--- src/ioc_pkg.sv ---
// Package: timing constants and state encoding for the I/O cycle control logic
package ioc_pkg;

    // ------------------------------------------------------------------
    // Timing and counts
    // ------------------------------------------------------------------
    localparam int unsigned CLK_PERIOD_NS     = 10;
    localparam int unsigned READ_WAIT_STATES  = 2;
    localparam int unsigned WRITE_DELAY_CLKS  = 1;
    localparam int unsigned WRITE_WAIT_STATES = 2;
    localparam int unsigned RECOVERY_NS       = 30;
    localparam int unsigned RECOVERY_CLKS     = (RECOVERY_NS + CLK_PERIOD_NS - 1) / CLK_PERIOD_NS;
    localparam int unsigned CNT_W             = 4;
    localparam logic [3:0]  CNT_ZERO          = 4'h0;

    // ------------------------------------------------------------------
    // Cycle states
    // ------------------------------------------------------------------
    typedef enum logic [2:0] {
        IOC_IDLE  = 3'b000,
        IOC_HOLD  = 3'b001,
        IOC_RSTB  = 3'b010,
        IOC_WDLY  = 3'b011,
        IOC_WSTB  = 3'b100,
        IOC_RECOVERY_HOLD = 3'b101
    } ioc_state_t;

endpackage : ioc_pkg

--- src/ioc_post_if.sv ---
// Interface: posted-write latch request and status between cycle control and latch
`timescale 1ns/1ps
interface ioc_post_if #(
    parameter int unsigned AW = 16,
    parameter int unsigned DW = 32
);
    logic          load;
    logic [AW-1:0] addr_in;
    logic [DW-1:0] data_in;
    logic          full;
    logic          release_q;
    logic [AW-1:0] addr;
    logic [DW-1:0] data;

    modport ctrl  (output load, output addr_in, output data_in, output release_q,
                   input full, input addr, input data);
    modport latch (input load, input addr_in, input data_in, input release_q,
                   output full, output addr, output data);
endinterface : ioc_post_if

--- src/ioc_post_latch.sv ---
// Posted-write address and data latch
`timescale 1ns/1ps
module ioc_post_latch #(
    parameter int unsigned AW = 16,
    parameter int unsigned DW = 32
) (
    input  wire logic clk_i,
    input  wire logic rst_b_i,
    ioc_post_if.latch pw
);

    typedef struct packed {
        logic          full;
        logic [AW-1:0] addr;
        logic [DW-1:0] data;
    } ioc_latch_t;

    ioc_latch_t s_q;
    ioc_latch_t s_d;

    // ------------------------------------------------------------------
    // Capture on load, free on release
    // ------------------------------------------------------------------
    always_comb begin
        s_d = s_q;
        if (pw.release_q) begin
            s_d.full = 1'b0;
        end
        if (pw.load) begin
            s_d.full = 1'b1;
            s_d.addr = pw.addr_in;
            s_d.data = pw.data_in;
        end
    end

    always_ff @(posedge clk_i or negedge rst_b_i) begin
        if (!rst_b_i) begin
            s_q <= '0;
        end else begin
            s_q <= s_d;
        end
    end

    assign pw.full = s_q.full;
    assign pw.addr = s_q.addr;
    assign pw.data = s_q.data;

    property p_latch_hold;
        @(posedge clk_i) disable iff (!rst_b_i)
        (s_q.full && !pw.release_q && !pw.load) |=> (s_q.addr == $past(s_q.addr)) && s_q.full;
    endproperty
    a_latch_hold: assert property (p_latch_hold) else $error("Posted latch lost its contents");

endmodule // ioc_post_latch

--- src/ioc_cycle_ctrl.sv ---
// Top: processor I/O bus cycle to peripheral strobe control
`timescale 1ns/1ps
// Operation
// - Pending I/O cycle decoded from address strobe and two status lines, mem_io_sel_i and data_ctrl_sel_i.
// - Read strobe asserted in T2 only when pending and recovery inactive.
// - Recovery active holds off the read strobe until released.
// - Two wait states hold read strobe for minimum active time.
// - Write strobe follows chip select by one or two clocks.
// - Write data stays valid through the rising edge of write strobe.
// - Posted mode latches address and data, ready given in first T2.
// - Posted peripheral write runs from latches while processor continues.
// - Recovery held after each access until read data floats.
// - Transceiver direction is latched write/read, high for writes.
module ioc_cycle_ctrl #(
    parameter int unsigned AW          = 16,
    parameter int unsigned DW          = 32,
    parameter int unsigned WRITE_DELAY = ioc_pkg::WRITE_DELAY_CLKS
) (
    input  wire logic          clk_i,
    input  wire logic          rst_b_i,
    input  wire logic          address_strobe_n_i,
    input  wire logic          mem_io_sel_i,
    input  wire logic          write_read_sel_i,
    input  wire logic          data_ctrl_sel_i,
    input  wire logic [AW-1:0] addr_i,
    input  wire logic [DW-1:0] wdata_i,
    input  wire logic          posted_mode_i,
    output logic               io_cycle_pending_o,
    output logic               io_read_strobe_n_o,
    output logic               io_write_strobe_n_o,
    output logic               chip_select_n_o,
    output logic               recovery_hold_o,
    output logic               transceiver_direction_o,
    output logic               ready_n_o,
    output logic [AW-1:0]      io_addr_o,
    output logic [DW-1:0]      io_wdata_o,
    output logic               io_wdata_oe_o
);

    if (WRITE_DELAY < 1 || WRITE_DELAY > 2) begin : g_bad_delay
        $error("WRITE_DELAY must be 1 or 2");
    end
    if (AW < 1 || DW < 8) begin : g_bad_width
        $error("Bus widths too small");
    end

    localparam int unsigned CNT_W = ioc_pkg::CNT_W;

    typedef struct packed {
        ioc_pkg::ioc_state_t        st;
        logic [ioc_pkg::CNT_W-1:0]  cnt;
        logic [ioc_pkg::CNT_W-1:0]  rcnt;
        logic                       pend;
        logic                       wr;
        logic                       posted;
        logic                       rd_n;
        logic                       wr_n;
        logic                       cs_n;
        logic                       dir;
        logic                       rdy_n;
        logic                       oe;
        logic                       wait_post;
        logic [AW-1:0]              addr;
        logic [DW-1:0]              data;
    } ioc_ctrl_t;

    ioc_ctrl_t s_q;
    ioc_ctrl_t s_d;

    ioc_post_if #(.AW(AW), .DW(DW)) pw ();

    ioc_post_latch #(.AW(AW), .DW(DW)) u_latch (
        .clk_i   (clk_i),
        .rst_b_i (rst_b_i),
        .pw      (pw)
    );

    // ------------------------------------------------------------------
    // Cycle decode
    // ------------------------------------------------------------------
    logic io_start;
    logic recovery_hold_busy;
    assign io_start   = !address_strobe_n_i && !mem_io_sel_i && data_ctrl_sel_i;
    assign recovery_hold_busy = (s_q.rcnt != ioc_pkg::CNT_ZERO);

    // ------------------------------------------------------------------
    // Sequencer
    // ------------------------------------------------------------------
    always_comb begin
        s_d            = s_q;
        s_d.rdy_n      = 1'b1;
        pw.load        = 1'b0;
        pw.release_q   = 1'b0;
        pw.addr_in     = addr_i;
        pw.data_in     = wdata_i;
        if (recovery_hold_busy) begin
            s_d.rcnt = s_q.rcnt - 4'h1;
        end
        case (s_q.st)
            ioc_pkg::IOC_IDLE: begin
                if (io_start) begin
                    s_d.pend = 1'b1;
                    s_d.wr   = write_read_sel_i;
                    s_d.dir  = write_read_sel_i;
                    s_d.addr = addr_i;
                    s_d.posted = posted_mode_i && write_read_sel_i;
                    s_d.st   = ioc_pkg::IOC_HOLD;
                end
            end
            ioc_pkg::IOC_HOLD: begin
                // T2: data from the processor is valid now
                if (s_q.wr) begin
                    s_d.data = wdata_i;
                end
                if (s_q.posted && !pw.full) begin
                    pw.load    = 1'b1;
                    s_d.rdy_n  = 1'b0;
                    s_d.wait_post = 1'b1;
                    s_d.pend   = 1'b0;
                    s_d.st     = ioc_pkg::IOC_RECOVERY_HOLD;
                end else if (!s_q.posted && !recovery_hold_busy) begin
                    s_d.cs_n = 1'b0;
                    s_d.oe   = s_q.wr;
                    if (s_q.wr) begin
                        s_d.cnt = CNT_W'(WRITE_DELAY - 1);
                        s_d.st  = ioc_pkg::IOC_WDLY;
                    end else begin
                        s_d.rd_n = 1'b0;
                        s_d.cnt  = CNT_W'(ioc_pkg::READ_WAIT_STATES);
                        s_d.st   = ioc_pkg::IOC_RSTB;
                    end
                end
            end
            ioc_pkg::IOC_RSTB: begin
                if (s_q.cnt != ioc_pkg::CNT_ZERO) begin
                    s_d.cnt = s_q.cnt - 4'h1;
                end else begin
                    s_d.rd_n  = 1'b1;
                    s_d.cs_n  = 1'b1;
                    s_d.pend  = 1'b0;
                    s_d.rdy_n = 1'b0;
                    s_d.rcnt  = CNT_W'(ioc_pkg::RECOVERY_CLKS);
                    s_d.st    = ioc_pkg::IOC_IDLE;
                end
            end
            ioc_pkg::IOC_WDLY: begin
                if (s_q.cnt != ioc_pkg::CNT_ZERO) begin
                    s_d.cnt = s_q.cnt - 4'h1;
                end else begin
                    s_d.wr_n = 1'b0;
                    s_d.cnt  = CNT_W'(ioc_pkg::WRITE_WAIT_STATES);
                    s_d.st   = ioc_pkg::IOC_WSTB;
                end
            end
            ioc_pkg::IOC_WSTB: begin
                if (s_q.cnt != ioc_pkg::CNT_ZERO) begin
                    s_d.cnt = s_q.cnt - 4'h1;
                end else begin
                    // Data and chip select stay one clock past the strobe edge
                    s_d.wr_n = 1'b1;
                    s_d.pend = 1'b0;
                    s_d.rcnt = CNT_W'(ioc_pkg::RECOVERY_CLKS);
                    if (s_q.wait_post) begin
                        pw.release_q  = 1'b1;
                        s_d.wait_post = 1'b0;
                    end else begin
                        s_d.rdy_n = 1'b0;
                    end
                    s_d.st = ioc_pkg::IOC_RECOVERY_HOLD;
                end
            end
            ioc_pkg::IOC_RECOVERY_HOLD: begin
                // Drop drivers after the strobe edge; run a waiting posted write
                s_d.cs_n = 1'b1;
                s_d.oe   = 1'b0;
                if (s_q.wait_post && !recovery_hold_busy && s_q.wr_n) begin
                    s_d.addr = pw.addr;
                    s_d.data = pw.data;
                    s_d.dir  = 1'b1;
                    s_d.cs_n = 1'b0;
                    s_d.oe   = 1'b1;
                    s_d.cnt  = CNT_W'(WRITE_DELAY - 1);
                    s_d.st   = ioc_pkg::IOC_WDLY;
                end else if (!s_q.wait_post) begin
                    s_d.st = ioc_pkg::IOC_IDLE;
                end else if (io_start) begin
                    // Processor runs on; a new I/O cycle seen here is not captured
                    s_d.st = ioc_pkg::IOC_RECOVERY_HOLD;
                end
            end
            default: begin
                s_d.st = ioc_pkg::IOC_IDLE;
            end
        endcase
    end

    always_ff @(posedge clk_i or negedge rst_b_i) begin
        if (!rst_b_i) begin
            s_q       <= '0;
            s_q.st    <= ioc_pkg::IOC_IDLE;
            s_q.rd_n  <= 1'b1;
            s_q.wr_n  <= 1'b1;
            s_q.cs_n  <= 1'b1;
            s_q.rdy_n <= 1'b1;
        end else begin
            s_q <= s_d;
        end
    end

    // ------------------------------------------------------------------
    // Outputs
    // ------------------------------------------------------------------
    assign io_cycle_pending_o      = s_q.pend;
    assign io_read_strobe_n_o      = s_q.rd_n;
    assign io_write_strobe_n_o     = s_q.wr_n;
    assign chip_select_n_o         = s_q.cs_n;
    assign recovery_hold_o         = recovery_hold_busy;
    assign transceiver_direction_o = s_q.dir;
    assign ready_n_o               = s_q.rdy_n;
    assign io_addr_o               = s_q.addr;
    assign io_wdata_o              = s_q.data;
    assign io_wdata_oe_o           = s_q.oe;

    // ------------------------------------------------------------------
    // Checks
    // ------------------------------------------------------------------
    property p_rd_no_recovery_hold;
        @(posedge clk_i) disable iff (!rst_b_i)
        $fell(io_read_strobe_n_o) |-> $past(!recovery_hold_busy) && io_cycle_pending_o;
    endproperty
    a_rd_no_recovery_hold: assert property (p_rd_no_recovery_hold) else $error("Read strobe during recovery");

    property p_rd_width;
        @(posedge clk_i) disable iff (!rst_b_i)
        $fell(io_read_strobe_n_o) |-> !io_read_strobe_n_o [*3] ##1 io_read_strobe_n_o;
    endproperty
    a_rd_width: assert property (p_rd_width) else $error("Read strobe width wrong");

    property p_rd_ready;
        @(posedge clk_i) disable iff (!rst_b_i)
        $rose(io_read_strobe_n_o) |-> !ready_n_o && recovery_hold_o;
    endproperty
    a_rd_ready: assert property (p_rd_ready) else $error("Read ready or recovery missing");

    property p_recovery_hold_len;
        @(posedge clk_i) disable iff (!rst_b_i)
        $rose(recovery_hold_o) |-> recovery_hold_o [*3] ##1 !recovery_hold_o;
    endproperty
    a_recovery_hold_len: assert property (p_recovery_hold_len) else $error("Recovery length wrong");

    property p_rd_held;
        @(posedge clk_i) disable iff (!rst_b_i)
        recovery_hold_o |=> !$fell(io_read_strobe_n_o);
    endproperty
    a_rd_held: assert property (p_rd_held) else $error("Read strobe not held off");

    property p_wr_delay;
        @(posedge clk_i) disable iff (!rst_b_i)
        ($fell(chip_select_n_o) && transceiver_direction_o) |-> ##[1:2] $fell(io_write_strobe_n_o);
    endproperty
    a_wr_delay: assert property (p_wr_delay) else $error("Write strobe delay wrong");

    property p_wr_data;
        @(posedge clk_i) disable iff (!rst_b_i)
        $rose(io_write_strobe_n_o) |-> io_wdata_oe_o && $stable(io_wdata_o);
    endproperty
    a_wr_data: assert property (p_wr_data) else $error("Write data unstable at strobe edge");

    property p_post_ready;
        @(posedge clk_i) disable iff (!rst_b_i)
        (io_start && s_q.st == ioc_pkg::IOC_IDLE && posted_mode_i && write_read_sel_i && !pw.full)
            |-> ##2 !ready_n_o;
    endproperty
    a_post_ready: assert property (p_post_ready) else $error("Posted write ready not in two clocks");

    property p_dir;
        @(posedge clk_i) disable iff (!rst_b_i)
        !io_read_strobe_n_o |-> !transceiver_direction_o;
    endproperty
    a_dir: assert property (p_dir) else $error("Direction high during read");

endmodule // ioc_cycle_ctrl

--- config.mk ---
export PLATFORM = sky130hd
export DESIGN_NAME = ioc_cycle_ctrl
export DESIGN_NICKNAME = d
export VERILOG_FILES = /design/src/ioc_pkg.sv /design/src/ioc_post_if.sv /design/src/ioc_post_latch.sv /design/src/ioc_cycle_ctrl.sv
export SDC_FILE = /design/constraint.sdc
export NUM_CORES = 1
export LEC_CHECK = 0
export BUFFER_PORTS_ARGS = -buffer_cell sky130_fd_sc_hd__buf_2
export CAP_MARGIN = 25
export CELL_PAD_IN_SITES_DETAIL_PLACEMENT = 0
export CELL_PAD_IN_SITES_GLOBAL_PLACEMENT = 1
export CORE_MARGIN = 8
export CORE_UTILIZATION = 48
export DETAILED_ROUTE_END_ITERATION = 12
export PLACE_DENSITY_LB_ADDON = 0.08
export SKIP_LAST_GASP = 1
export SLEW_MARGIN = 20
export SYNTH_ARGS = -nofsm -noshare
export SYNTH_HDL_FRONTEND = slang
export SYNTH_SLANG_ARGS = --single-unit
--- constraint.sdc ---
create_clock -name clk_i -period 3.1 [get_ports clk_i]
set_input_delay 0.62 -clock clk_i [delete_from_list [all_inputs] [get_ports clk_i]]
set_output_delay 0.62 -clock clk_i [all_outputs]
set_load 0.01 [all_outputs]
* Yosys cells after proc, flatten, opt, wreduce, memory -nomap -nowiden *
Cells that the tools add are included.

storage, ports and cells
  output and inout port bits = 56
  flip-flop bits (word level) = 118
  word-level logic and storage cells = 132
  bits of input ports = 55

operators by class
  reductions and logical operators = 36
  muxes and demuxes = 57
  $add $sub $neg = 2
  equal/unequal tests = 19

operator list
  cell                                                                 number
  32-bit case mux with 2 select lines                                  1
  49-bit 2-to-1 mux                                                    1
  48-bit 2-to-1 mux                                                    1
  32-bit 2-to-1 mux                                                    1
  16-bit case mux with 2 select lines                                  1
  3-bit 2-to-1 mux                                                     9
  4-bit 2-to-1 mux                                                     6
  1-bit 2-to-1 mux                                                     22
  2-bit != test (second input constant)                                11
  3-bit case mux with 6 select lines                                   1
  16-bit 2-to-1 mux                                                    1
  4-bit case mux with 4 select lines                                   1
  3-bit AND reduction                                                  5
  2-bit nonzero test                                                   6
  4-bit nonzero test                                                   3
  5-bit 2-to-1 mux                                                     2
  1-bit case mux with 2 select lines                                   5
  5-bit AND reduction                                                  2
  1-bit case mux with 3 select lines                                   3
  4-bit AND reduction                                                  2
  4-bit by 1-bit subtractor with 4-bit output (second input constant)  2
  1-bit logical AND                                                    7
  7-bit 2-to-1 mux                                                     1
  3-bit by 2-bit == test with 1-bit output (second input constant)     2
  other kinds (12)                                                     18

* Depth between registers and ports, before layout *
Gate-level depths: netlist (run 1).

  depth after elaboration = 7
  mapped depth = 7
  depth with buffers taken out = 6

* By module *
Synthesis (run 1) repeated with hierarchy kept, for this count alone.

unflattened totals
  cells, all modules = 442
  area total of the unflattened synthesis = 5850.6 µm²

by module, submodules not included
  module          area an instance (µm²)  cells an instance  times used  seq. area each (µm²)
  ioc_cycle_ctrl  3993.8                  338                1           1731.7
  ioc_post_latch  1856.8                  104                1           1226.2

* Least setup slack after synthesis (run 1) *
OpenSTA, ideal clock, no wires.

  path type = in2reg
  start = in mem_io_sel_i
  end = reg s_q, in the netlist io_addr_o[12]
  cell stages on the path = 5
  slack = 1.029 ns
  required time = 2.975 ns
  path buffers = 1
  setup time = 0.125 ns
  data arrival time = 1.946 ns
  cell sequence = or3b_2 -> or2_4 -> nand2_4 -> buf_6 -> mux2_2

on the way
  word-level cells in the longest chain between the ends = 5

ends and longest elaborated chain
  what                                  line                  RTL
  start: declaration                    ioc_cycle_ctrl.sv:22  input wire logic mem_io_sel_i,
  1-bit logical NOT                     ioc_cycle_ctrl.sv:83  assign io_start = !address_strobe_n_i && !mem_io_sel_i && data_ctrl_sel_i;
  1-bit logical AND (2 in a row)        ioc_cycle_ctrl.sv:83
  2-bit != test (no source line)        n/a
  3-bit AND reduction (no source line)  n/a
  end: declaration                      ioc_cycle_ctrl.sv:67  ioc_ctrl_t s_q;

Every way passes these cells.
A chain may end at the register's enable or synchronous reset.

* Worst setup path in the final report (run 1) *
  start = reg s_q[58] (netlist bit)
  end = reg s_q, in the netlist io_wdata_o[26]

on the way
  word-level cells in the longest chain between the ends = 6

ends and longest elaborated chain
  what                                  line                   RTL
  4-bit nonzero test                    ioc_cycle_ctrl.sv:84   assign recovery_hold_busy = (s_q.rcnt != ioc_pkg::CNT_ZERO);
  1-bit logical NOT                     ioc_cycle_ctrl.sv:176  if (s_q.wait_post && !recovery_hold_busy && s_q.wr_n) begin
  1-bit logical AND (2 in a row)        ioc_cycle_ctrl.sv:176
  2-bit != test (no source line)        n/a
  3-bit AND reduction (no source line)  n/a

Every way passes these cells.

==> impl_metrics.toml, run 1 <==
[detailed_routing]
routed_wl_mm = 11.74
vias = 3537
ant_nets = 0
drc_errors = 0
drtIter0Drc = 200
dr.pass1.iters = 4
wl_per_cell_um = 17.49
vias_per_cell = 5.271

[synthesis]
synth.cell_area_um2 = 5807
syn_inst = 442
syn_avg_cell_area_um2 = 13.14
syn-num-nets = 500
ys_warn_count = 0
synth_cell_types = 50
synth_seq_cells = 118
synth_flop_cell = "dfrtp_1"
async_reset_ff_share_pct = 100.0
synth_edf_count = 0
yosysSeqAreaShare_pct = 50.94

[grt]
grt.busiest_layer = "met2"
grt_pass1_wl_mm = 19.79
grtUsageMet2_pct = 26.34
overflow = 0
grtUsageMet1_pct = 18.07
grt_pass1_vias = 3912
grt_antenna_before_repair = 1
gr-usage-met3_pct = 5.865
grtUsageTotal_pct = 15.87
grt_max_degree = 54

[critical_path]
arrival_ns = 2.67
endpoint_kind = "flop"
ff2ff_setup_slack_ns = 0.72
r2r_cells = 7
crit-reg2reg-launch = "s_q[58]"
r2r-end = "io_wdata_o[26]"
crit_chain = "inv_1 > ha_1 > nor3b_4 > nand4_1 > a21boi_4 > buf_4 > mux2_2"
slowest_stage = "buf_4"
critical_path_required_ns = 3.39
cpPeakStageDelay_ns = 0.40
critical_path_class = "flop to flop"
critPathLaunchType = "flop"
cp_max_fo = 32

[power]
share_seq_of_total_power_pct = 37.8
power_density_nw_per_um2 = 1113
power.total_mw = 7.487
sw_frac_of_total_pct = 31.63
power_switching_mw = 2.368
p_int_mw = 5.119
clock_power_share_pct = 25.7
combPwrFrac_pct = 36.6
peakVddDrop_uv = 473.1
p_leak_nw = 3.013

[timing]
min_period_ns = 2.383
finalCritPeriodShare_pct = 76.87
final-hold-violation-count = 0
clock.fmax_ghz = 0.4196
skew_ns = 0.006239
drv_slew = 0
rsz0062_at_grt = "no"
setup_viol = 0
maxSlewHeadroom_pct = 54.44
fin_tns_setup_ns = 0
tightest_slew_ns = 0.6833

[die]
design.core.area_um2 = 11910
die_area_um2 = 15870
fp.dieH_um = 126.0
placementRows = 40
ioPinCount = 111
initial_core_util_pct = 48.75
die_w_um = 126.0

[clock_tree]
clockBufferDepth = 2
cts_hold_buf = 0
cts_tree = "built"
clk_latency_ns = 0.41
cts_root_buf = "clkbuf_16"
clkTransAtPathRegs_ns = 0.05
cts_made_buffers = 17
ctsResizeCount = 0
cts_setup_buffers = 0
clock_sinks = 118
cts_max_level = 4

[finish]
final_nets = 569
drive_above_1_share_pct = 58.40
layout_common_cells = "mux2_2 (141), dfrtp_1 (114), buf_2 (109), clkbuf_16 (17), nand2_1 (12)"
antenna_cells = 0
area_growth_pct = 15.86
final_common_cell = "mux2_2"
stdcell_count = 671

[placed_design]
dp_hpwl_mm = 8.192
globalplace.congestion = 0.7718
dp.cells = 639
portBuffers = 110

[job]
drv_cap = 0

[min_path]
hp-class = "input pin to async pin"

[status]
outcome = "complete, no violations"
cell families after synthesis:
| family | after synthesis | synth area share, % |
|---|---|---|
| AND/OR/NAND/NOR | 58 | 6.076 |
| XOR/XNOR | 3 | 0.4526 |
| multiplexers | 148 | 28.66 |
| buffers and inverters | 79 | 9.007 |
| flip-flops | 118 | 50.94 |
| adder cells (fa/ha/maj) | 3 | 0.6465 |
| AO/OA/AOI/OAI | 33 | 4.224 |
worst max-delay path: cells and delay by family (launching register included):
family	cells	cell delay, ns
flip-flops	1	0.38
multiplexers	1	0.40
AO/OA/AOI/OAI	1	0.16
AND/OR/NAND/NOR	2	0.59
buffers and inverters	2	0.49
adder cells (fa/ha/maj)	1	0.22
sequential cells by signal, indices dropped and copies added (netlist names):
signal / cells
io_write_strobe_n_o: 1
ready_n_o: 1
io_read_strobe_n_o: 1
u_latch.pw.full: 1
io_cycle_pending_o: 1
io_wdata_o: 32
io_wdata_oe_o: 1
chip_select_n_o: 1
transceiver_direction_o: 1
io_addr_o: 16
u_latch.pw.data: 32
s_q: 14
u_latch.pw.addr: 16
layout make-up:
class,instances,area (um^2)
multi-input combinational,245,2332
clock buffer,23,488.0
timing repair buffer,118,625.6
fill,1043,5184
clock inverter,9,98.84
sequential,118,2958
inverter,11,41.29
tap,147,183.9
how the worst max path moves through the flow:
stage,from,end,slack [ns]
2_1_floorplan,mem_io_sel_i,io_addr_o[12],1.03
3_3_place_gp,s_q[58],io_wdata_o[26],0.77
3_5_place_dp,s_q[58],io_wdata_o[26],0.70
4_1_cts,s_q[58],io_wdata_o[26],0.69
5_1_grt,s_q[58],io_wdata_o[11],0.53
6_report,s_q[58],io_wdata_o[26],0.72
stage by stage:
step	util [%]	hold slack, ns	worst slack, ns	instance area [um^2]
detailed placement	51.55	0.4674	0.6989	6141
global placement	51.55	0.4625	0.7718	6141
floorplan	-	0.3244	1.029	5807
global route	56.48	0.2943	0.5251	6728
finish	56.48	0.2462	0.7170	6728
CTS	56.48	0.2611	0.6885	6728
cell usage after synthesis, drive strengths merged (2+ instances only):
cell type	number	area [um^2]
o221ai	3	26.28
mux2	146	1644
nor2b	3	18.77
or3	2	17.52
or2	2	15.02
o21ai	8	40.04
nand4	3	18.77
o21a	4	30.03
ha	3	37.54
nor3b	3	33.78
clkbuf	2	7.510
o22a	2	17.52
mux2i	2	20.02
buf	66	474.2
nand2	13	56.30
nor2	9	33.78
dfstp	4	105.1
a21oi	5	25.02
o32a	2	20.02
or3b	3	26.28
nand2b	3	18.77
dfrtp	114	2853
xnor2	3	26.28
nor3	5	25.02
nand3	6	30.03
inv	11	41.29
metal layers:
metal  up-vias  wire length (um)
met5         -                 8
met4         2               153
met3        19               760
met2        95              5737
met1      1767              5080
li1       1654                 -
power groups by stage:
stage	Combinational, mW	Sequential, mW	Clock [mW]
floorplan	2.52	2.68	0
global placement	2.73	2.81	0
detailed placement	2.80	2.85	0
CTS	2.80	2.83	1.97
global route	3.03	2.94	2.04
finish	2.74	2.83	1.92
No activity file was read; power rests on OpenSTA's default activity.
==> run 2, diff against run 1 <==
--- a/config.mk
+++ b/config.mk
@@ -10,7 +10,7 @@
 export CELL_PAD_IN_SITES_DETAIL_PLACEMENT = 0
 export CELL_PAD_IN_SITES_GLOBAL_PLACEMENT = 1
 export CORE_MARGIN = 8
-export CORE_UTILIZATION = 48
+export CORE_UTILIZATION = 45
 export DETAILED_ROUTE_END_ITERATION = 12
 export PLACE_DENSITY_LB_ADDON = 0.08
 export SKIP_LAST_GASP = 1
==> constraint.sdc (replaced) <==
create_clock -name clk_i -period 2.48 [get_ports clk_i]
set_input_delay 0.496 -clock clk_i [delete_from_list [all_inputs] [get_ports clk_i]]
set_output_delay 0.496 -clock clk_i [all_outputs]
set_load 0.01 [all_outputs]
==> run 2 against run 1 <==
Critical path depth is the same; clock skew is 0.00086 ns higher; wire length is 1.8% higher; highest routed layer unchanged.
==> impl_metrics.toml, run 2 (synthesis results as in run 1) <==
[detailed_routing]
dr.pass1.iters = 4
drtIter0Drc = 117
vias_per_cell = 5.044
routed_wl_mm = 11.95
drc_errors = 0
wl_per_cell_um = 16.98
vias = 3551
ant_nets = 0

[timing]
fin_tns_setup_ns = 0
final-hold-violation-count = 0
min_period_ns = 2.202
tightest_slew_ns = 0.5577
maxSlewHeadroom_pct = 62.31
rsz0062_at_grt = "no"
finalCritPeriodShare_pct = 88.78
setup_viol = 0
drv_slew = 0
clock.fmax_ghz = 0.4542
whs_ns = 0.3302
skew_ns = 0.007103

[min_path]
hp-class = "input pin to flop"
worstHoldStart = "wdata_i[1]"

[clock_tree]
clkTransAtPathRegs_ns = 0.05
cts_tree = "built"
cts_made_buffers = 17
clockBufferDepth = 2
cts_max_level = 4
cts_root_buf = "clkbuf_16"
clock_sinks = 118
clk_latency_ns = 0.41

[power]
sw_frac_of_total_pct = 31.19
power.total_mw = 9.553
peakVddDrop_uv = 564.8
combPwrFrac_pct = 37.1
power_density_nw_per_um2 = 1385
clock_power_share_pct = 26.0
share_seq_of_total_power_pct = 36.9
p_int_mw = 6.573
p_leak_nw = 3.085
power_switching_mw = 2.980

[grt]
grtUsageMet2_pct = 25.15
grtUsageTotal_pct = 15.17
grt_pass1_vias = 3899
gr-usage-met3_pct = 5.464
grt_antenna_before_repair = 1
grt_max_degree = 53
grt_pass1_wl_mm = 19.71
overflow = 0
grt.busiest_layer = "met2"
grtUsageMet1_pct = 17.43

[critical_path]
critPathLaunchType = "flop"
r2r_cells = 7
crit_path_end = "io_wdata_o[30]"
arrival_ns = 2.49
cp_max_fo = 32
critical_path_class = "flop to flop"
critical_path_required_ns = 2.77
endpoint_kind = "flop"
ff2ff_setup_slack_ns = 0.28
setup.worst_path.start = "s_q[58]"
r2r-end = "io_wdata_o[30]"
crit-reg2reg-launch = "s_q[58]"

[die]
die_w_um = 129.6
initial_core_util_pct = 46.01
placementRows = 41
fp.dieH_um = 129.6
design.core.area_um2 = 12620
die_area_um2 = 16790
ioPinCount = 111

[status]
outcome = "complete, no violations"

[finish]
final_common_cell = "mux2_2"
final_nets = 577
antenna_cells = 0
fin_area_um2 = 6899
area_growth_pct = 18.81
drive_above_1_share_pct = 59.21
layout_common_cells = "mux2_2 (141), dfrtp_1 (114), buf_2 (109), clkbuf_16 (17), nand2_1 (12)"
stdcell_count = 704

[placed_design]
dp.cells = 671
portBuffers = 110
dp_hpwl_mm = 8.493
globalplace.congestion = 0.7983
dpl_cell_area_um2 = 6275

[job]
drv_cap = 0
## run 2: layout make-up
class / instances / area (um^2)
fillers: 1134 / 5720
flip-flops and latches: 118 / 2958
multi-input cells: 245 / 2332
repair buffers: 126 / 738.2
clock buffers: 24 / 521.8
well taps: 172 / 215.2
clock inverters: 8 / 92.59
inverters: 11 / 41.29
## run 2: metal layers
layer,part of all wire [%],routed length (um)
met5,0.11,13
met4,1.1,134
met3,6.6,792
met2,50,5950
met1,42,5063
## run 2: power groups by stage
| stage | combinational, mW | sequential (mW) | clock (mW) |
|---|---|---|---|
| after floorplan | 3.15 | 3.35 | 0 |
| final | 3.55 | 3.52 | 2.48 |
| after global placement | 3.55 | 3.51 | 0 |
| after CTS | 3.63 | 3.53 | 2.55 |
| after global routing | 3.90 | 3.66 | 2.65 |
| after detailed placement | 3.62 | 3.55 | 0 |
## run 2: what timing repair did
action / 4_1_cts / 5_1_grt
setup buffers: 0 / 0
endpoints found under the hold margin: 18 / 0
setup endpoints to repair: 0 / 0
hold buffers: 1 / 0
gates resized for setup: 0 / 0
## run 2: critical path: stages, from the launching register on
cell      delay, ns
dfrtp_1        0.38
inv_1          0.09
ha_1           0.22
nor3b_4        0.34
nand4_1        0.23
a21boi_4       0.21
buf_12         0.22
mux2_2         0.36
## run 2: stage by stage
stage	setup WS, ns	utilization, %
after floorplan	0.4806	-
after global routing	0.1699	54.67
after detailed placement	0.2939	49.72
final	0.2783	54.67
after global placement	0.3157	49.72
after CTS	0.2794	54.67
## run 2: worst min path at each step
stage	end	slack, ns	cells past startpoint
floorplan	io_addr_o[0]	0.20	0
global placement	s_q[66]	0.42	1
detailed placement	s_q[66]	0.42	1
CTS	u_latch.pw.data[1]	0.31	2
global route	u_latch.pw.data[24]	0.32	2
finish	u_latch.pw.data[1]	0.33	2
